$ cat src/sysclk_pkg.sv
// constants for the system clock and operating mode controller
// assumes one 50 MHz bus clock; oscillators are analog and sit outside
package sysclk_pkg;
	// ------------------------------------------------------------
	// register byte addresses
	// ------------------------------------------------------------
	localparam logic [7:0] ADDR_SYSCLK_CTRL     = 8'h00;
	localparam logic [7:0] ADDR_FAST_OSC_CTRL   = 8'h04;
	localparam logic [7:0] ADDR_CRYSTAL_OSC_CTRL = 8'h08;
	localparam logic [7:0] ADDR_PERIPH_CTRL     = 8'h0c;
	localparam logic [7:0] ADDR_MODE_STATUS     = 8'h10;
	// ------------------------------------------------------------
	// sysclk_ctrl fields
	// ------------------------------------------------------------
	localparam int SEL_LSB      = 5;
	localparam int WDT_SRC_BIT  = 4;
	localparam int SLOW_SRC_BIT = 2;
	localparam int FAST_KA_BIT  = 1;
	localparam int SLOW_KA_BIT  = 0;
	localparam logic [2:0] SEL_SLOW = 3'h7;
	localparam logic [7:0] SYSCLK_CTRL_RST = 8'h00;
	// ------------------------------------------------------------
	// oscillator control fields
	// ------------------------------------------------------------
	localparam int FREQ_LSB   = 2;
	localparam int STABLE_BIT = 1;
	localparam int EN_BIT     = 0;
	localparam logic [1:0] FREQ_8M  = 2'h0;
	localparam logic [1:0] FREQ_12M = 2'h1;
	localparam logic [1:0] FREQ_16M = 2'h2;
	localparam logic [1:0] DRV_LOW_POWER   = 2'h0;
	localparam logic [1:0] DRV_QUICK_START = 2'h1;
	localparam logic [3:0] FAST_OSC_CTRL_RST    = 4'h1;
	localparam logic [3:0] CRYSTAL_OSC_CTRL_RST = 4'h0;
	// peripheral enable bits: lcd, timebase, watchdog, lcd source, timebase source, pin release
	localparam int LCD_EN_BIT  = 0;
	localparam int TB_EN_BIT   = 1;
	localparam int WDT_EN_BIT  = 2;
	localparam int LCD_SRC_BIT = 3;
	localparam int TB_SRC_BIT  = 4;
	localparam int PIO_BIT     = 5;
	// ------------------------------------------------------------
	// timing: bus clock rate, oscillator start-up and clock switch sync figures
	// ------------------------------------------------------------
	localparam int CLK_MHZ         = 50;
	localparam int FAST_START_US   = 16;
	localparam int XTAL_QUICK_MS   = 1;
	localparam int XTAL_LOWPWR_MS  = 2;
	localparam int FAST_START_CYC  = FAST_START_US * CLK_MHZ;
	localparam int XTAL_QUICK_CYC  = XTAL_QUICK_MS * 1000 * CLK_MHZ;
	localparam int XTAL_LOWPWR_CYC = XTAL_LOWPWR_MS * 1000 * CLK_MHZ;
	localparam int SWITCH_SYNC_CYC = 4;
	// ------------------------------------------------------------
	// operating modes
	// ------------------------------------------------------------
	typedef enum logic [5:0] {
		MODE_FAST           = 6'h01,
		MODE_SLOW           = 6'h02,
		MODE_SLEEP          = 6'h04,
		MODE_IDLE_SLOW_ONLY = 6'h08,
		MODE_IDLE_BOTH_OSC  = 6'h10,
		MODE_IDLE_FAST_ONLY = 6'h20
	} op_mode_t;
endpackage

$ cat src/sysclk_mode_ctrl.sv
// system clock source selection, oscillator enables and halt mode decode
// assumes apb master on pclk; oscillator stability comes from timers here
//
// Register access over APB and the address map were chosen for this implementation.
`timescale 1ns/10ps
module sysclk_mode_ctrl #(
	parameter int XTAL_QUICK_CYCLES  = sysclk_pkg::XTAL_QUICK_CYC,
	parameter int XTAL_LOWPWR_CYCLES = sysclk_pkg::XTAL_LOWPWR_CYC,
	parameter int DIV_WIDTH          = 6
) (
	input  wire logic        pclk,
	input  wire logic        presetn,
	input  wire logic        clk_en,
	input  wire logic        psel,
	input  wire logic        penable,
	input  wire logic        pwrite,
	input  wire logic [7:0]  paddr,
	input  wire logic [31:0] pwdata,
	output logic      [31:0] prdata,
	output logic             pready,
	output logic             pslverr,
	input  wire logic        halt_req,
	input  wire logic        wakeup,
	output logic             cpu_run,
	output logic             fast_osc_on,
	output logic [1:0]       fast_freq_sel,
	output logic             slow_rc_osc_on,
	output logic             crystal_osc_on,
	output logic [1:0]       crystal_drive_mode,
	output logic             crystal_pins_gpio,
	output logic [2:0]       sysclk_sel_active,
	output logic             sysclk_tick,
	output logic             slow_clk_periph_on,
	output logic             lcd_clk_on,
	output logic             timebase_clk_on,
	output logic             watchdog_clk_on
);
	// divider is sized for the /64 ratio; crystal counts must fit their counter
	initial begin
		if (DIV_WIDTH != 6 || XTAL_QUICK_CYCLES < 1 || XTAL_LOWPWR_CYCLES < XTAL_QUICK_CYCLES)
			$error("sysclk_mode_ctrl: unsupported parameters");
		if (XTAL_LOWPWR_CYCLES >= (1 << 24))
			$error("sysclk_mode_ctrl: crystal start-up count exceeds its counter");
	end

	// ------------------------------------------------------------
	// registers
	// ------------------------------------------------------------
	logic [7:0]  sysclk_ctrl_reg;
	logic [3:0]  fast_osc_ctrl_reg;
	logic [3:0]  crystal_osc_ctrl_reg;
	logic [5:0]  periph_ctrl_reg;
	sysclk_pkg::op_mode_t mode_reg;
	logic [2:0]  sel_active_reg;
	logic [2:0]  sel_pending_reg;
	logic [2:0]  switch_cnt_reg;
	logic [15:0] fast_cnt_reg;
	logic [23:0] xtal_cnt_reg;
	logic        fast_stable_reg;
	logic        xtal_stable_reg;
	logic [DIV_WIDTH-1:0] div_cnt_reg;
	logic        tick_reg;

	// ------------------------------------------------------------
	// decode
	// ------------------------------------------------------------
	wire wr_en     = psel && penable && pwrite && clk_en;
	wire wr_sysclk = wr_en && paddr == sysclk_pkg::ADDR_SYSCLK_CTRL;
	wire wr_fast   = wr_en && paddr == sysclk_pkg::ADDR_FAST_OSC_CTRL;
	wire wr_xtal   = wr_en && paddr == sysclk_pkg::ADDR_CRYSTAL_OSC_CTRL;
	wire wr_periph = wr_en && paddr == sysclk_pkg::ADDR_PERIPH_CTRL;
	wire addr_ok   = paddr == sysclk_pkg::ADDR_SYSCLK_CTRL
		|| paddr == sysclk_pkg::ADDR_FAST_OSC_CTRL
		|| paddr == sysclk_pkg::ADDR_CRYSTAL_OSC_CTRL
		|| paddr == sysclk_pkg::ADDR_PERIPH_CTRL
		|| paddr == sysclk_pkg::ADDR_MODE_STATUS;

	wire [2:0] sel_req   = sysclk_ctrl_reg[sysclk_pkg::SEL_LSB +: 3];
	wire       slow_src  = sysclk_ctrl_reg[sysclk_pkg::SLOW_SRC_BIT];
	wire       wdt_src   = sysclk_ctrl_reg[sysclk_pkg::WDT_SRC_BIT];
	wire       fast_ka   = sysclk_ctrl_reg[sysclk_pkg::FAST_KA_BIT];
	wire       slow_ka   = sysclk_ctrl_reg[sysclk_pkg::SLOW_KA_BIT];
	wire       fast_en   = fast_osc_ctrl_reg[sysclk_pkg::EN_BIT];
	wire [1:0] fast_freq = fast_osc_ctrl_reg[sysclk_pkg::FREQ_LSB +: 2];
	wire       xtal_en   = crystal_osc_ctrl_reg[sysclk_pkg::EN_BIT];
	wire [1:0] xtal_drv  = crystal_osc_ctrl_reg[sysclk_pkg::FREQ_LSB +: 2];
	wire       lcd_en    = periph_ctrl_reg[sysclk_pkg::LCD_EN_BIT];
	wire       tb_en     = periph_ctrl_reg[sysclk_pkg::TB_EN_BIT];
	wire       wdt_en    = periph_ctrl_reg[sysclk_pkg::WDT_EN_BIT];
	wire       lcd_src   = periph_ctrl_reg[sysclk_pkg::LCD_SRC_BIT];
	wire       tb_src    = periph_ctrl_reg[sysclk_pkg::TB_SRC_BIT];
	wire       pio_req   = periph_ctrl_reg[sysclk_pkg::PIO_BIT];

	// halted modes where low-speed oscillators only serve the 32k users
	wire halted    = mode_reg != sysclk_pkg::MODE_FAST && mode_reg != sysclk_pkg::MODE_SLOW;
	wire cut_modes = mode_reg == sysclk_pkg::MODE_SLEEP
		|| mode_reg == sysclk_pkg::MODE_IDLE_FAST_ONLY;
	wire rc_need   = (lcd_en && !lcd_src) || (tb_en && !tb_src) || (wdt_en && !wdt_src);
	wire xt_need   = (lcd_en && lcd_src) || (tb_en && tb_src) || (wdt_en && wdt_src);
	wire slow_sys  = sel_active_reg == sysclk_pkg::SEL_SLOW;

	// crystal drives sysclk, drive mode locked
	wire xtal_is_sys = slow_sys && slow_src && xtal_stable_reg;

	// fast oscillator follows enable unless idled away
	wire fast_run = fast_en && !(halted && !fast_ka);
	wire slow_ka_live = !halted || mode_reg == sysclk_pkg::MODE_IDLE_SLOW_ONLY
		|| mode_reg == sysclk_pkg::MODE_IDLE_BOTH_OSC;
	wire rc_run   = cut_modes ? rc_need : ((slow_ka_live && !slow_src) || rc_need);
	// crystal runs whenever enabled, except in sleep or fast-only
	// idle where only a 32k user keeps it alive; its start-up then restarts
	wire xt_run   = xtal_en && (!cut_modes || xt_need);

	wire tgt_stable = (sel_pending_reg == sysclk_pkg::SEL_SLOW)
		? (slow_src ? xtal_stable_reg : 1'b1) : fast_stable_reg;

	// start-up length by drive mode, low power is longest
	wire [23:0] xtal_limit = (xtal_drv == sysclk_pkg::DRV_LOW_POWER)
		? 24'(XTAL_LOWPWR_CYCLES) : 24'(XTAL_QUICK_CYCLES);

	// divider terminal count per select code
	function automatic logic [DIV_WIDTH-1:0] div_max(input logic [2:0] sel);
		// slow select wraps every cycle so a hand-over out of slow mode is never blocked
		div_max = (sel == sysclk_pkg::SEL_SLOW) ? '0 : DIV_WIDTH'((7'h01 << sel) - 7'h01);
	endfunction
	wire div_wrap = div_cnt_reg >= div_max(sel_active_reg);

	sysclk_pkg::op_mode_t halt_mode;
	assign halt_mode = (!fast_ka && !slow_ka) ? sysclk_pkg::MODE_SLEEP
		: (!fast_ka) ? sysclk_pkg::MODE_IDLE_SLOW_ONLY
		: (slow_ka) ? sysclk_pkg::MODE_IDLE_BOTH_OSC
		: sysclk_pkg::MODE_IDLE_FAST_ONLY;
	wire sysclk_mode_is_slow = slow_sys;
	sysclk_pkg::op_mode_t run_mode;
	assign run_mode = sysclk_mode_is_slow ? sysclk_pkg::MODE_SLOW : sysclk_pkg::MODE_FAST;

	// read mux
	logic [31:0] rd_data;
	assign rd_data = (paddr == sysclk_pkg::ADDR_SYSCLK_CTRL) ? {24'h0, sysclk_ctrl_reg}
		: (paddr == sysclk_pkg::ADDR_FAST_OSC_CTRL)
			? {28'h0, fast_osc_ctrl_reg[3:2], fast_stable_reg, fast_osc_ctrl_reg[0]}
		: (paddr == sysclk_pkg::ADDR_CRYSTAL_OSC_CTRL)
			? {28'h0, crystal_osc_ctrl_reg[3:2], xtal_stable_reg, crystal_osc_ctrl_reg[0]}
		: (paddr == sysclk_pkg::ADDR_PERIPH_CTRL) ? {26'h0, periph_ctrl_reg}
		: (paddr == sysclk_pkg::ADDR_MODE_STATUS) ? {23'h0, sel_active_reg, mode_reg}
		: 32'h0;

	// ------------------------------------------------------------
	// apb slave: zero wait states, unmapped reads zero with error
	// ------------------------------------------------------------
	// ready and error answer the setup cycle, so they stand in the access phase
	wire setup_phase = psel && !penable;
	always_ff @(posedge pclk or negedge presetn) begin
		if (!presetn) begin
			pready  <= 1'b0;
			pslverr <= 1'b0;
		end else if (clk_en) begin
			pready  <= setup_phase;
			pslverr <= setup_phase && !addr_ok;
		end
	end

	// read data follows the address each cycle; only valid alongside ready
	always_ff @(posedge pclk or negedge presetn) begin
		if (!presetn) begin
			prdata <= 32'h0;
		end else if (clk_en) begin
			prdata <= rd_data;
		end
	end

	// selects and keep-alives clear at reset
	always_ff @(posedge pclk or negedge presetn) begin
		if (!presetn) begin
			sysclk_ctrl_reg <= sysclk_pkg::SYSCLK_CTRL_RST;
		end else if (wr_sysclk) begin
			sysclk_ctrl_reg <= {pwdata[7:4], 1'b0, pwdata[2:0]};
		end
	end

	// frequency select stored, fast oscillator enabled
	always_ff @(posedge pclk or negedge presetn) begin
		if (!presetn) begin
			fast_osc_ctrl_reg <= sysclk_pkg::FAST_OSC_CTRL_RST;
		end else if (wr_fast) begin
			fast_osc_ctrl_reg <= {pwdata[3:2], 1'b0, pwdata[0]};
		end
	end

	// drive mode write, held when locked
	always_ff @(posedge pclk or negedge presetn) begin
		if (!presetn) begin
			crystal_osc_ctrl_reg <= sysclk_pkg::CRYSTAL_OSC_CTRL_RST;
		end else if (wr_xtal) begin
			crystal_osc_ctrl_reg <= {xtal_is_sys ? xtal_drv : pwdata[3:2], 1'b0, pwdata[0]};
		end
	end

	// peripheral clock enables, sources and pin release request
	always_ff @(posedge pclk or negedge presetn) begin
		if (!presetn) begin
			periph_ctrl_reg <= 6'h0;
		end else if (wr_periph) begin
			periph_ctrl_reg <= pwdata[5:0];
		end
	end

	// fast stable flag restarts on enable or frequency change
	wire fast_restart = wr_fast && ((pwdata[0] && !fast_en) || pwdata[3:2] != fast_freq);
	always_ff @(posedge pclk or negedge presetn) begin
		if (!presetn) begin
			fast_cnt_reg    <= 16'h0;
			fast_stable_reg <= 1'b0;
		end else if (clk_en) begin
			if (fast_restart || !fast_run) begin
				fast_cnt_reg    <= 16'h0;
				fast_stable_reg <= 1'b0;
			end else if (fast_cnt_reg < 16'(sysclk_pkg::FAST_START_CYC)) begin
				fast_cnt_reg <= fast_cnt_reg + 16'h1;
			end else begin
				fast_stable_reg <= 1'b1;
			end
		end
	end

	wire xtal_restart = wr_xtal && pwdata[0] && !xtal_en;
	always_ff @(posedge pclk or negedge presetn) begin
		if (!presetn) begin
			xtal_cnt_reg    <= 24'h0;
			xtal_stable_reg <= 1'b0;
		end else if (clk_en) begin
			if (xtal_restart || !xt_run) begin
				xtal_cnt_reg    <= 24'h0;
				xtal_stable_reg <= 1'b0;
			end else if (xtal_cnt_reg < xtal_limit) begin
				xtal_cnt_reg <= xtal_cnt_reg + 24'h1;
			end else begin
				xtal_stable_reg <= 1'b1;
			end
		end
	end

	// switch waits for stable target plus sync cycles
	always_ff @(posedge pclk or negedge presetn) begin
		if (!presetn) begin
			sel_active_reg  <= 3'h0;
			sel_pending_reg <= 3'h0;
			switch_cnt_reg  <= 3'h0;
		end else if (clk_en) begin
			sel_pending_reg <= sel_req;
			if (sel_pending_reg != sel_req || sel_pending_reg == sel_active_reg || !tgt_stable)
				switch_cnt_reg <= 3'h0;
			else if (switch_cnt_reg < 3'(sysclk_pkg::SWITCH_SYNC_CYC))
				switch_cnt_reg <= switch_cnt_reg + 3'h1;
			// hand over only at divider wrap so no short pulse appears
			if (switch_cnt_reg == 3'(sysclk_pkg::SWITCH_SYNC_CYC) && div_wrap)
				sel_active_reg <= sel_pending_reg;
		end
	end

	// divided fast clock as a tick, slow clock passes through
	always_ff @(posedge pclk or negedge presetn) begin
		if (!presetn) begin
			div_cnt_reg <= '0;
			tick_reg    <= 1'b0;
		end else if (clk_en) begin
			div_cnt_reg <= (div_wrap || slow_sys) ? '0 : div_cnt_reg + 1'b1;
			tick_reg    <= !halted && (slow_sys || div_wrap);
		end
	end

	// next mode from halt or wakeup
	sysclk_pkg::op_mode_t mode_next;
	always_comb begin
		mode_next = mode_reg;
		case (mode_reg)
			sysclk_pkg::MODE_FAST, sysclk_pkg::MODE_SLOW: begin
				mode_next = halt_req ? halt_mode : run_mode;
			end
			sysclk_pkg::MODE_SLEEP, sysclk_pkg::MODE_IDLE_SLOW_ONLY,
			sysclk_pkg::MODE_IDLE_BOTH_OSC, sysclk_pkg::MODE_IDLE_FAST_ONLY: begin
				if (wakeup) begin
					mode_next = run_mode;
				end
			end
			default: begin
				mode_next = sysclk_pkg::MODE_FAST;
			end
		endcase
	end

	// mode register, frozen with the clock enable
	always_ff @(posedge pclk or negedge presetn) begin
		if (!presetn) begin
			mode_reg <= sysclk_pkg::MODE_FAST;
		end else if (clk_en) begin
			mode_reg <= mode_next;
		end
	end

	// ------------------------------------------------------------
	// registered outputs
	// ------------------------------------------------------------
	// cpu state, active select and tick, each one flop behind its source
	always_ff @(posedge pclk or negedge presetn) begin
		if (!presetn) begin
			cpu_run           <= 1'b0;
			sysclk_sel_active <= 3'h0;
			sysclk_tick       <= 1'b0;
		end else if (clk_en) begin
			cpu_run           <= !halted;
			sysclk_sel_active <= sel_active_reg;
			sysclk_tick       <= tick_reg;
		end
	end

	always_ff @(posedge pclk or negedge presetn) begin
		if (!presetn) begin
			fast_osc_on   <= 1'b0;
			fast_freq_sel <= sysclk_pkg::FREQ_8M;
		end else if (clk_en) begin
			fast_osc_on   <= fast_run;
			fast_freq_sel <= fast_freq;
		end
	end

	always_ff @(posedge pclk or negedge presetn) begin
		if (!presetn) begin
			slow_rc_osc_on <= 1'b0;
			crystal_osc_on <= 1'b0;
		end else if (clk_en) begin
			slow_rc_osc_on <= rc_run;
			crystal_osc_on <= xt_run;
		end
	end

	// drive mode, pins released when crystal unused
	// pins stay gpio through reset so a board without a crystal is safe
	always_ff @(posedge pclk or negedge presetn) begin
		if (!presetn) begin
			crystal_drive_mode <= sysclk_pkg::DRV_LOW_POWER;
			crystal_pins_gpio  <= 1'b1;
		end else if (clk_en) begin
			crystal_drive_mode <= xtal_drv;
			crystal_pins_gpio  <= !xtal_en || pio_req;
		end
	end

	// slow clock to peripherals stops in sleep
	always_ff @(posedge pclk or negedge presetn) begin
		if (!presetn) begin
			slow_clk_periph_on <= 1'b0;
		end else if (clk_en) begin
			slow_clk_periph_on <= slow_ka_live;
		end
	end

	// 32k users keep running when enabled
	always_ff @(posedge pclk or negedge presetn) begin
		if (!presetn) begin
			lcd_clk_on      <= 1'b0;
			timebase_clk_on <= 1'b0;
			watchdog_clk_on <= 1'b0;
		end else if (clk_en) begin
			lcd_clk_on      <= lcd_en;
			timebase_clk_on <= tb_en;
			watchdog_clk_on <= wdt_en;
		end
	end
endmodule

$ cat config.mk
export PLATFORM = sky130hd
export DESIGN_NAME = sysclk_mode_ctrl
export DESIGN_NICKNAME = d
export VERILOG_FILES = /design/src/sysclk_pkg.sv /design/src/sysclk_mode_ctrl.sv
export SDC_FILE = /design/constraint.sdc
export NUM_CORES = 1
export LEC_CHECK = 0
export BUFFER_PORTS_ARGS = -buffer_cell sky130_fd_sc_hd__clkbuf_2
export CORE_MARGIN = 10
export CORE_UTILIZATION = 31
export DETAILED_ROUTE_END_ITERATION = 16
export PLACE_DENSITY = 0.5
export SYNTH_ARGS = -nofsm -noshare
export SYNTH_HDL_FRONTEND = slang
export SYNTH_SLANG_ARGS = --single-unit
$ cat constraint.sdc
create_clock -name pclk -period 3.99 [get_ports pclk]
set_input_delay 0.399 -clock pclk [delete_from_list [all_inputs] [get_ports pclk]]
set_output_delay 0.399 -clock pclk [all_outputs]
set_load 0.005 [all_outputs]
**Word level (Yosys, flattened, before mapping)**

Cells that the tools add are included.

- Register bits after elaboration: 134
- Input port bits: 48

- Add/sub/neg operators: 5
- $lt $le $gt $ge: 4
- Equality and inequality tests: 21
- Shift-type cells: 1
- Multiplexer cells: 28
- Bitwise operators: 1
- Reduce and logical (&&, ||, !) cells: 80

Operators by type and width:

| cell | count |
|---|---|
| $mux 24 | 2 |
| $mux 9 | 5 |
| $mux 6 | 7 |
| $mux 16 | 2 |
| $logic_and 1x1->1 | 29 |
| $add 24x1->24 const B | 1 |
| $lt 24x17->1 | 1 |
| $logic_or 1x1->1 | 20 |
| $mux 17 | 1 |
| $add 16x1->16 const B | 1 |
| $eq 8x4->1 const B | 2 |
| $logic_not 1->1 | 16 |
| $lt 16x10->1 const B | 1 |
| $reduce_and 2->1 | 8 |
| $pmux 6 s2 | 1 |
| $eq 3x3->1 const B | 3 |
| $eq 8x3->1 const B | 1 |
| $eq 8x5->1 const B | 1 |
| $logic_not 8->1 | 1 |
| $mux 1 | 7 |
| $add 6x1->6 const B | 1 |
| $eq 6x1->1 const B | 1 |
| $eq 6x2->1 const B | 1 |
| $eq 6x3->1 const B | 1 |
| 21 further kinds | 26 |

**Depth between registers and ports, before layout**

Gate-level depths: netlist of run 1.

- Depth in word-level cells: 9
- Depth in mapped cells: 13

**Least setup slack after synthesis of run 1**

No wires, ideal clock.

- Path kind: reg-to-reg
- From: register sel_active_reg[0]
- To: register sel_active_reg[0]
- Setup time: 0.125 ns
- Data arrival time: 2.701 ns
- Required time: 3.865 ns
- Path slack: 1.164 ns
- Cell stages (with the launch flop): 14
- Cells stage by stage: dfrtp_1 clkbuf_1 inv_1 or3_1 ha_1 nor2_1 nand2_1 a21oi_1 a21oi_1 ha_1 a21oi_1 o211a_1 nor2_1 mux2_2

- Cells in the longest elaborated chain, start to end: 6

RTL lines:

| element | RTL line | text |
|---|---|---|
| from (decl) | sysclk_mode_ctrl.sv:54 | `logic [2:0] sel_active_reg;` |
| from (signal assigned) | sysclk_mode_ctrl.sv:257 | `sel_active_reg <= sel_pending_reg;` |
| $shl 1x3->6 | sysclk_mode_ctrl.sv:124 | `div_max = (sel == sysclk_pkg::SEL_SLOW) ? '0 : DIV_WIDTH'((7'h01 << sel) - 7'h01);` |
| $sub 6x1->6 | sysclk_mode_ctrl.sv:124 |  |
| $mux 6 * | sysclk_mode_ctrl.sv:124 |  |
| $ge 6x6->1 * | sysclk_mode_ctrl.sv:126 | `wire div_wrap = div_cnt_reg >= div_max(sel_active_reg);` |
| $logic_and 1x1->1 * | sysclk_mode_ctrl.sv:256 | `if (switch_cnt_reg == 3'(sysclk_pkg::SWITCH_SYNC_CYC) && div_wrap)` |
| $reduce_and 2->1 (no source line) * | n/a |  |

Every way passes the cells marked *; elsewhere a longest branch is shown, timed or not.
A chain may end at the register's enable or synchronous reset.

**Worst setup path after layout of run 1**

- From: register sel_active_reg[0]
- To: register sel_active_reg[1]

Same word-level chain as after synthesis.

==> summary.md, run 1 <==
| Metric | Value |
|---|---|
| Post-synthesis sequential area ratio | `47.6%` |
| Commonest non-fill, non-tap cell in the layout | `dfrtp_1` |
| Pre-CTS setup slack | `0.965 ns` |
| PnR worst setup slack | `0.970 ns` |
| CP max stage cell | `dfrtp_1` |
| Die Y | `157 microns` |
| Crit-path leading delay family | `simple AND/OR/NAND/NOR gates` |
| Critical Path Source | `sel_active_reg[0]$_DFFE_PN0P_` |
| EDFF count, synth | `0` |
| Measured slew at the worst slew-check pin | `0.807 ns` |
| IO Port Bufs | `51` |
| TritonCTS Sinks | `111` |
| GPL Wtd Cong | `0.858` |
| Clock-pin slew on the worst setup and hold paths | `0.08 ns` |
| Worst-Skew Late Latency | `0.36 ns` |
| Max Clock Freq | `331 MHz` |
| Area growth from synthesis to layout | `12.3%` |
| Maximum number of pins on one net before global-route repair | `59` |
| First-pass GRT wire length | `23,300 microns` |
| CTS buffer count | `9` |
| Number of flip-flops in the largest register | `24` |
| Clk buf depth | `2` |
| Most frequent cells in the layout | `108 x dfrtp_1, 50 x clkbuf_2, 46 x nor2_1, 41 x mux2_2, 40 x nand2_1` |
| CP max stage delay | `0.55 ns` |
| Critical Path Fanout Max | `10` |
| Antenna Nets Post-Route | `0` |
| Cell mode on critical path | `a21oi_1` |
| Die ar. | `0.0248 sq mm` |
| Setup TNS | `0 ns` |
| Antenna cells | `0` |
| I/O Pins | `99` |
| WS Path Type | `flip-flop to flip-flop` |
| Initial DRC Count | `301` |
| Total number of vias | `4,359` |
| Root buf cell | `clkbuf_16` |
| Hold path start | `pwdata[7]` |
| Slew Limit Fails | `0` |
| R2r setup slk | `0.97 ns` |
| Drt pass-1 iters | `4` |
| CTS tree | `yes` |
| Total core area | `0.0186 sq mm` |
| Multi-input gate area | `0.00280 sq mm` |
| DP HPWL | `10,100 microns` |
| RSZ-0062 raised after global routing | `no` |
| Worst rel slew slack | `46.2%` |
| Post-synth ARST share | `100%` |
| Starting Density | `31.4%` |
| Mapped cell area | `0.00585 sq mm` |
| Final critical path time including I/O delays and setup | `3.02 ns` |
| Final Net Count | `689` |
| Main flop type after synthesis | `dfrtp_1` |
| Finish-stage setup viols | `0` |
| Vias per cell | `5.06` |
| Fin Hold WS | `0.281 ns` |
| Share of cells above drive strength 1 | `20.1%` |
| Final period util | `75.7%` |
| H-tree Lvls | `3` |
| Fin. Hold Viols | `0` |
| Row count | `50` |
| Leak Pwr | `3.01 nW` |
| Synth cell types | `60` |
| Syn_area_per_cell | `10.0 sq um` |
| Worst Hold Class | `input pin to flip-flop` |
| Avg WL per Cell | `16.4 microns` |
| Chip Width | `157 microns` |
| Worst vdd ir | `0.000200 V` |
| Synth warnings | `0` |
| Fillers | `1,927` |
| Post-layout util | `35.2%` |
| Status | `finished clean` |
| Power Dens Cells | `349 mW/mm^2` |
| Total global routing overflow | `0` |
| Overall power | `0.00229 W` |
| Number of global-route vias before repair | `4,298` |
| WP data required | `4.24 ns` |
| #FFs+latches synth | `111` |
| Remaining DRCs | `0` |
| Routed Wire Length | `14,100 microns` |
| Crit path buf inv count | `1` |
| Synth Instances | `582` |
| CP startpoint kind | `flip-flop` |
| Crit. End Element | `flip-flop` |
| Setup Skew | `0.0109 ns` |
| CP arrival | `3.27 ns` |
| PostCTS Resize Cnt | `0` |
| Total Routing Usage GR | `11.7%` |
| Sequential cell area | `0.00278 sq mm` |
| Reg2reg start | `sel_active_reg[0]$_DFFE_PN0P_` |
| Max cap viols | `0` |
| Initial antenna violation count | `0` |
| Crit path cell chain | `inv_1 -> or3_1 -> ha_1 -> nor2_1 -> nand2_1 -> a21oi_1 -> a21oi_1 -> ha_1 -> a21oi_1 -> o211a_1 -> nor2_1 -> mux2_2` |
final timing paths:
kind,end,cells after the start
setup / recovery,sel_active_reg[1]$_DFFE_PN0P_,12
hold / removal,sysclk_ctrl_reg[7]$_DFFE_PN0P_,2
setup reg to reg,sel_active_reg[1]$_DFFE_PN0P_,12
hold reg to reg,slow_clk_periph_on$_DFFE_PN0P_,2
max in group asynchronous,prdata[5]$_DFFE_PN0P_,3
min in group asynchronous,crystal_drive_mode[1]$_DFFE_PN0P_,2
per-layer routing:
| layer | vias up | global-route usage, % | part of all wire (%) |
|---|---|---|---|
| met5 | - | 0 | 0 |
| met3 | 14 | 3.17 | 5.2 |
| met2 | 98 | 18.4 | 46 |
| met1 | 2137 | 15.2 | 47 |
| li1 | 2110 | - | - |
| met4 | 0 | 4.10 | 1.4 |
power by group:
group / internal [W] / leakage [nW] / total [W] / switching [W]
Clock: 0.000514 / 0.154 / 0.000948 / 0.000435
Sequential: 0.00115 / 1.52 / 0.00117 / 0.0000220
Combinational: 0.0000620 / 1.34 / 0.000174 / 0.000112
per-stage QoR:
step	cell area, sq um	cells
after floorplan	5930	604
after global placement	6240	844
after detailed placement	6240	844
after CTS	6570	861
after global routing	6570	861
final	6570	861
area by class of cell:
type | instances | area share [%]
Clock buffer | 10 | 3.64
Clock inverter | 6 | 1.12
Inverter | 20 | 1.14
Multi-Input combinational cell | 423 | 42.6
Sequential cell | 111 | 42.4
Tap cell | 234 | 4.46
Timing Repair Buffer | 57 | 4.65
logic make-up (layout without fill, tap and decap cells):
logic type / after synthesis / count (layout) / synth area share, %
AND/OR/NAND/NOR: 205 / 205 / 18.3
AO/OA/AOI/OAI: 111 / 111 / 12.5
flip-flops: 111 / 111 / 47.6
buffers and inverters: 70 / 93 / 6.01
multiplexers: 41 / 41 / 7.89
XOR/XNOR: 24 / 24 / 3.59
adder cells (fa/ha/maj): 19 / 19 / 4.07
other: 1 / 23 / 0.0641
cells in the mapped netlist (11+ instances only):
| cell | number | area, sq um |
|---|---|---|
| nor2b_1 | 19 | 119 |
| or3_1 | 13 | 81.3 |
| nor3_1 | 11 | 55.1 |
| o21ai_0 | 28 | 140 |
| inv_1 | 20 | 75.1 |
| nor2_1 | 46 | 173 |
| dfrtp_1 | 108 | 2700 |
| nand3_1 | 17 | 85.1 |
| nand4_1 | 18 | 113 |
| a21oi_1 | 34 | 170 |
| nand2_1 | 40 | 150 |
| buf_4 | 23 | 173 |
| xor2_1 | 14 | 123 |
| clkbuf_1 | 23 | 86.3 |
| ha_1 | 19 | 238 |
| mux2_2 | 41 | 462 |
what timing repair did:
item,4_1_cts,5_1_grt
hold endpoints to repair,26,0
setup buffers,0,0
hold buffers,1,0
Note: power is estimated with default switching activity, not from simulation.
==> run 2: changes to the inputs <==
--- a/config.mk
+++ b/config.mk
@@ -9,7 +9,7 @@
 export CORE_MARGIN = 10
 export CORE_UTILIZATION = 31
 export DETAILED_ROUTE_END_ITERATION = 16
-export PLACE_DENSITY = 0.5
+export PLACE_DENSITY = 0.52
 export SYNTH_ARGS = -nofsm -noshare
 export SYNTH_HDL_FRONTEND = slang
 export SYNTH_SLANG_ARGS = --single-unit
==> constraint.sdc (replaced) <==
create_clock -name pclk -period 2.5 [get_ports pclk]
set_input_delay 0.25 -clock pclk [delete_from_list [all_inputs] [get_ports pclk]]
set_output_delay 0.25 -clock pclk [all_outputs]
set_load 0.005 [all_outputs]
==> run 2 against run 1 <==
The flow now finishes with violations (setup timing). Non-clock buffer count up 27. Clock power up 56%. Sequential power up 60%. Worst setup slack worse by 1.0 ns. Count of clock-buffer cells in the layout up 2. Die area unchanged. Utilization up 1.9 points. Critical path type unchanged. Critical endpoint is now xtal_cnt_reg[12]$_DFFE_PN0P_. Largest cell class unchanged.
==> summary.md, run 2 (synthesized netlist as in run 1, its figures left out) <==
| Metric | Value |
|---|---|
| Number of global-route vias before repair | `4,566 (+6.2%)` |
| Power Dens Cells | `527 mW/mm^2 (+51%)` |
| IO Port Bufs | `51 (unchanged)` |
| Critical Path Fanout Max | `9 (-1)` |
| Final period util | `101% (+26 points)` |
| Setup Skew | `0.00775 ns (-0.00311 ns)` |
| Avg WL per Cell | `16.7 microns (+1.5%)` |
| Worst-Skew Late Latency | `0.36 ns (about the same)` |
| RSZ-0062 raised after global routing | `yes` |
| Slew Limit Fails | `0 (unchanged)` |
| Antenna cells | `0 (unchanged)` |
| Vias per cell | `5.10 (+0.81%)` |
| Drt pass-1 iters | `4 (unchanged)` |
| Starting Density | `31.4% (unchanged)` |
| Final critical path time including I/O delays and setup | `2.53 ns (-0.487 ns)` |
| Measured slew at the worst slew-check pin | `0.615 ns (-0.192 ns)` |
| Clock-pin slew on the worst setup and hold paths | `0.07 ns (about the same)` |
| First-pass GRT wire length | `24,200 microns (+4.1%)` |
| Clk buf depth | `2 (unchanged)` |
| Row count | `50 (unchanged)` |
| Maximum number of pins on one net before global-route repair | `48 (-19%)` |
| Total Routing Usage GR | `12.2% (+0.44 points)` |
| Antenna Nets Post-Route | `0 (unchanged)` |
| Final Instance Area | `0.00692 sq mm (+5.4%)` |
| Area growth from synthesis to layout | `18.3%` |
| Die Y | `157 microns (unchanged)` |
| CP arrival | `2.83 ns (-0.44 ns)` |
| CP max stage cell | `or4_1` |
| PnR worst setup slack | `-0.0324 ns (-1.00 ns)` |
| Reg2reg start | `crystal_osc_ctrl_reg[2]$_DFFE_PN0P_` |
| CTS buffer count | `9 (unchanged)` |
| Total number of vias | `4,537 (+4.1%)` |
| Post-layout util | `37.1% (+1.9 points)` |
| Placed inst area | `0.00641 sq mm (+2.7%)` |
| Overall power | `0.00365 W (+59%)` |
| Crit. End Element | `flip-flop` |
| Status | `finished, violations left` |
| Routed Wire Length | `14,800 microns (+4.9%)` |
| CTS tree | `yes` |
| Initial DRC Count | `313 (+4.0%)` |
| GPL Wtd Cong | `0.864 (+0.73%)` |
| Initial antenna violation count | `0 (unchanged)` |
| TritonCTS Sinks | `111 (unchanged)` |
| Remaining DRCs | `0 (unchanged)` |
| WP data required | `2.79 ns (-1.45 ns)` |
| Leak Pwr | `3.15 nW (+4.6%)` |
| Worst rel slew slack | `58.7% (+13 points)` |
| Share of cells above drive strength 1 | `26.3% (+6.2 points)` |
| Total core area | `0.0186 sq mm (unchanged)` |
| Placed Instances | `864 (+2.4%)` |
| Commonest non-fill, non-tap cell in the layout | `dfrtp_1` |
| Total global routing overflow | `0 (unchanged)` |
| Max Clock Freq | `395 MHz (+19%)` |
| Chip Width | `157 microns (unchanged)` |
| Hold path start | `pwdata[1]` |
| DP HPWL | `10,700 microns (+5.6%)` |
| Worst Hold Class | `input pin to flip-flop` |
| Number of flip-flops in the largest register | `24 (unchanged)` |
| H-tree Lvls | `3 (unchanged)` |
| Finish-stage setup viols | `4 (+4)` |
| I/O Pins | `99 (unchanged)` |
| CP max stage delay | `0.44 ns (-0.11 ns)` |
| Max cap viols | `0 (unchanged)` |
| WS Path Type | `flip-flop to flip-flop` |
| Worst vdd ir | `0.000384 V (+92%)` |
| Final Net Count | `717 (+4.1%)` |
| Failing checks | `setup timing` |
| Most frequent cells in the layout | `108 x dfrtp_1, 50 x clkbuf_2, 44 x nor2_1, 39 x nand2_1, 38 x mux2_2` |
| Die ar. | `0.0248 sq mm (unchanged)` |
| Final cell count without fillers | `889 (+3.3%)` |
| Fin. Hold Viols | `0 (unchanged)` |
| CP startpoint kind | `flip-flop` |
| Critical Path Source | `crystal_osc_ctrl_reg[2]$_DFFE_PN0P_` |
| Pre-CTS setup slack | `-0.123 ns (-1.09 ns)` |
| Crit path cell chain | `or2_4 -> ha_4 -> and3_4 -> a2111o_1 -> a31oi_4 -> nand3_4 -> or4_1 -> a21oi_2` |
| Root buf cell | `clkbuf_16` |
[run 2: changes by cell type in the layout (fill, tap and decap cells not counted), sizes merged]
cell,previous run,this run
inv,23,20
clkbuf,60,62
clkinvlp,0,1
buf,6,33
nand3,19,20
[run 2: final timing paths]
kind                            depth (start not counted)                              to  slack [ns]
worst max-delay path                                    8    xtal_cnt_reg[12]$_DFFE_PN0P_       -0.03
worst min-delay path                                    2  periph_ctrl_reg[1]$_DFFE_PN0P_        0.14
worst max register to register                          8    xtal_cnt_reg[12]$_DFFE_PN0P_       -0.03
worst min register to register                          2  slow_clk_periph_on$_DFFE_PN0P_        0.50
max in group asynchronous                               3  sysclk_ctrl_reg[7]$_DFFE_PN0P_        1.31
min in group asynchronous                               2    xtal_cnt_reg[11]$_DFFE_PN0P_        0.43
[run 2: critical path, delay by kind of cell (launching register included)]
kind                     cells  cell delay (ns)
flip-flops                   1             0.38
adder cells (fa/ha/maj)      1             0.23
AO/OA/AOI/OAI                3             0.82
AND/OR/NAND/NOR              4             1.03
[run 2: stage by stage]
| step | TNS [ns] | hold slack (ns) |
|---|---|---|
| 6_report | -0.0516 | 0.142 |
| 5_1_grt | -0.876 | 0.129 |
| 4_1_cts | -0.249 | 0.122 |
| 3_5_place_dp | -0.647 | 0.290 |
| 3_3_place_gp | -0.297 | 0.280 |
| 2_1_floorplan | -0.355 | -0.0456 |
[run 2: layout make-up]
class                   count  area, sq um
repair buffers             84          532
flip-flops and latches    111         2780
inverters                  20         75.1
clock inverters             4         55.1
fillers                  1870        11700
multi-input cells         424         2940
clock buffers              12          246
well taps                 234          293
[run 2: where the power goes]
part	switching [W]	internal (W)
Combinational	0.000182	0.000110
Sequential	0.0000361	0.00184
Clock	0.000675	0.000810
Total	0.000893	0.00276
[run 2: what timing repair did]
item                                   CTS  global route
endpoints found under the hold margin   39             0
pin swaps                               13            19
hold buffers                             1             0
setup buffers                            4             4
setup endpoints to repair               12            25
gates resized for setup                 14            19
cloned                                   0             1
[run 2: routing by layer]
layer | global-route usage [%] | vias to the layer above | share of wire (%)
met1 | 15.5 | 2238 | 46
met2 | 19.5 | 107 | 47
li1 | - | 2177 | -
met4 | 3.43 | 0 | 1.1
met3 | 3.71 | 15 | 5.7
met5 | 0 | - | 0
==> run 3: changes to the inputs <==
--- a/config.mk
+++ b/config.mk
@@ -10,6 +10,7 @@
 export CORE_UTILIZATION = 31
 export DETAILED_ROUTE_END_ITERATION = 16
 export PLACE_DENSITY = 0.52
+export REMOVE_ABC_BUFFERS = 1
 export SYNTH_ARGS = -nofsm -noshare
 export SYNTH_HDL_FRONTEND = slang
 export SYNTH_SLANG_ARGS = --single-unit
==> run 3 against run 2 <==
The run still ends with setup timing left. Critical path depth rose by 5. Clock power barely moved. First-iteration DRC count rose by 2.9%. Final cell count rose by 0.79%. Combinational power barely moved. Non-clock buffer count rose by 6. Clock skew rose by 0.00095 ns. Worst hold slack got worse by 0.0097 ns. Wire length fell by 2.8%. Sequential share of layout area fell by 0.68 points. Sequential cell count did not move. Register-to-register slack got worse by 0.02 ns. Critical endpoint is now div_cnt_reg[4]$_DFFE_PN0P_. Largest cell class unchanged.
==> summary.md, run 3 (synthesized netlist as in run 1, its figures left out) <==
| Metric | Value |
|---|---|
| Critical Path Fanout Max | `5 (-4)` |
| GPL Wtd Cong | `0.863 (-0.20%)` |
| Worst-Skew Late Latency | `0.35 ns (about the same)` |
| Crit. End Element | `flip-flop` |
| Avg WL per Cell | `16.1 microns (-3.6%)` |
| Antenna cells | `0 (unchanged)` |
| Crit-path leading delay family | `compound AO/OA/AOI/OAI gates` |
| Die Y | `157 microns (unchanged)` |
| Failing checks | `setup timing` |
| Setup crit end | `div_cnt_reg[4]$_DFFE_PN0P_` |
| Final period util | `102% (+0.67 points)` |
| RSZ-0062 raised after global routing | `yes` |
| Measured slew at the worst slew-check pin | `0.795 ns (+0.180 ns)` |
| Reg2reg start | `sel_active_reg[1]$_DFFE_PN0P_` |
| Max Clock Freq | `392 MHz (-0.66%)` |
| Total Routing Usage GR | `11.7% (-0.43 points)` |
| I/O Pins | `99 (unchanged)` |
| Cell mode on critical path | `a21oi_2` |
| Overall power | `0.00366 W (+0.30%)` |
| Number of global-route vias before repair | `4,607 (+0.90%)` |
| CP max stage delay | `0.41 ns (-0.03 ns)` |
| Commonest non-fill, non-tap cell in the layout | `dfrtp_1` |
| TritonCTS Sinks | `111 (unchanged)` |
| PnR worst setup slack | `-0.0491 ns (-0.0167 ns)` |
| R2r setup slk | `-0.05 ns (-0.02 ns)` |
| Root buf cell | `clkbuf_16` |
| Drt pass-1 iters | `4 (unchanged)` |
| Finish-stage setup viols | `10 (+6)` |
| Clk buf depth | `2 (unchanged)` |
| Number of flip-flops in the largest register | `24 (unchanged)` |
| Total global routing overflow | `0 (unchanged)` |
| Max cap viols | `0 (unchanged)` |
| WP data required | `2.79 ns (about the same)` |
| IO Port Bufs | `51 (unchanged)` |
| CP arrival | `2.83 ns (about the same)` |
| Total number of vias | `4,569 (+0.71%)` |
| Critical Path Source | `sel_active_reg[1]$_DFFE_PN0P_` |
| R2R Path End | `div_cnt_reg[4]$_DFFE_PN0P_` |
| Placed Instances | `869 (+0.58%)` |
| Critical Path Stages | `13 (+5)` |
| Die ar. | `0.0248 sq mm (unchanged)` |
| Crit path buf inv count | `2 (+2)` |
| H-tree Lvls | `3 (unchanged)` |
| Initial DRC Count | `322 (+2.9%)` |
| CTS tree | `yes` |
| Setup Skew | `0.00870 ns (+0.000950 ns)` |
| Worst Hold Class | `input pin to flip-flop` |
| CP startpoint kind | `flip-flop` |
| Chip Width | `157 microns (unchanged)` |
| Status | `finished, violations left` |
| Antenna Nets Post-Route | `0 (unchanged)` |
| Remaining DRCs | `0 (unchanged)` |
| Crit path cell chain | `or3_4 -> ha_4 -> nor2_4 -> nand2_2 -> a21oi_2 -> a21oi_2 -> ha_1 -> a21oi_2 -> o211a_1 -> buf_6 -> buf_6 -> a31oi_4 -> o21ai_2` |
| Power Dens Cells | `520 mW/mm^2 (-1.4%)` |
| Clock-pin slew on the worst setup and hold paths | `0.07 ns (about the same)` |
| CTS buffer count | `9 (unchanged)` |
| Reg2reg path depth | `13 (+5)` |
| Final Net Count | `724 (+0.98%)` |
| Share of cells above drive strength 1 | `27.5% (+1.2 points)` |
| Final critical path time including I/O delays and setup | `2.55 ns (+0.0167 ns)` |
| Routed Wire Length | `14,400 microns (-2.8%)` |
| Starting Density | `31.4% (unchanged)` |
| Most frequent cells in the layout | `108 x dfrtp_1, 50 x clkbuf_2, 44 x nor2_1, 38 x mux2_2, 37 x nand2_1` |
| DP HPWL | `10,400 microns (-2.7%)` |
| Final cell count without fillers | `896 (+0.79%)` |
| CP max stage cell | `or3_4` |
| Vias per cell | `5.10 (about the same)` |
| Fin. Hold Viols | `0 (unchanged)` |
| Total core area | `0.0186 sq mm (unchanged)` |
| Initial antenna violation count | `0 (unchanged)` |
| Area growth from synthesis to layout | `20.3%` |
| Maximum number of pins on one net before global-route repair | `53 (+10%)` |
| Worst rel slew slack | `47.0% (-12 points)` |
| First-pass GRT wire length | `23,500 microns (-3.0%)` |
| Row count | `50 (unchanged)` |
| Worst vdd ir | `0.000313 V (-19%)` |
| Slew Limit Fails | `0 (unchanged)` |
| WS Path Type | `flip-flop to flip-flop` |
| Leak Pwr | `3.20 nW (+1.6%)` |
-- run 3: worst min path at each step --
stage              start                              to  depth (start not counted)
3_3_place_gp     presetn    xtal_cnt_reg[14]$_DFFE_PN0P_                          1
2_1_floorplan    presetn             cpu_run$_DFFE_PN0P_                          0
4_1_cts        pwdata[6]  sysclk_ctrl_reg[6]$_DFFE_PN0P_                          2
5_1_grt        pwdata[6]  sysclk_ctrl_reg[6]$_DFFE_PN0P_                          2
6_report       pwdata[6]  sysclk_ctrl_reg[6]$_DFFE_PN0P_                          2
3_5_place_dp     presetn    xtal_cnt_reg[14]$_DFFE_PN0P_                          1
-- run 3: through the flow --
stage	TNS, ns	util, %	cell area [sq um]	hold WS [ns]	worst slack [ns]
2_1_floorplan	-0.688	-	5650	-0.0456	-0.205
3_5_place_dp	-1.25	34.6	6440	0.280	-0.154
4_1_cts	-0.0655	37.1	6920	0.119	-0.0277
6_report	-0.253	37.8	7040	0.132	-0.0491
3_3_place_gp	-0.632	34.6	6440	0.275	-0.113
5_1_grt	-1.27	37.8	7040	0.129	-0.159
-- run 3: layout make-up --
class / instances / area (sq um)
fill: 1848 / 11600
clock buffer: 12 / 256
multi-input combinational: 425 / 2980
sequential: 111 / 2780
tap: 234 / 293
timing repair buffer: 90 / 602
clock inverter: 4 / 52.6
inverter: 20 / 75.1
-- run 3: routing by layer --
metal | global-route usage (%) | wire (microns) | vias to the layer above
li1 | - | - | 2186
met1 | 14.8 | 6550 | 2281
met2 | 19.4 | 7030 | 91
met3 | 2.59 | 641 | 11
met4 | 3.74 | 163 | 0
met5 | 0 | 0 | -
-- run 3: where the power goes --
part	total [W]	internal, W	switching [W]
Combinational	0.000292	0.000111	0.000180
Sequential	0.00187	0.00184	0.0000357
Clock	0.00150	0.000837	0.000660
Total	0.00366	0.00278	0.000876
-- run 3: timing repair --
item                       in CTS  in global routing
setup buffers                   6                  2
pin swaps                       9                 18
setup endpoints to repair      21                 25
gates resized for setup        14                 22
hold buffers                    1                  0
cloned                          2                  0
hold endpoints to repair       39                  0
-- run 3: worst reg2reg max path: cells and delay by family, from the launching register on --
family                   cells  cell delay [ns]
AO/OA/AOI/OAI                6             0.82
AND/OR/NAND/NOR              3             0.54
buffers and inverters        2             0.23
flip-flops                   1             0.40
adder cells (fa/ha/maj)      2             0.49
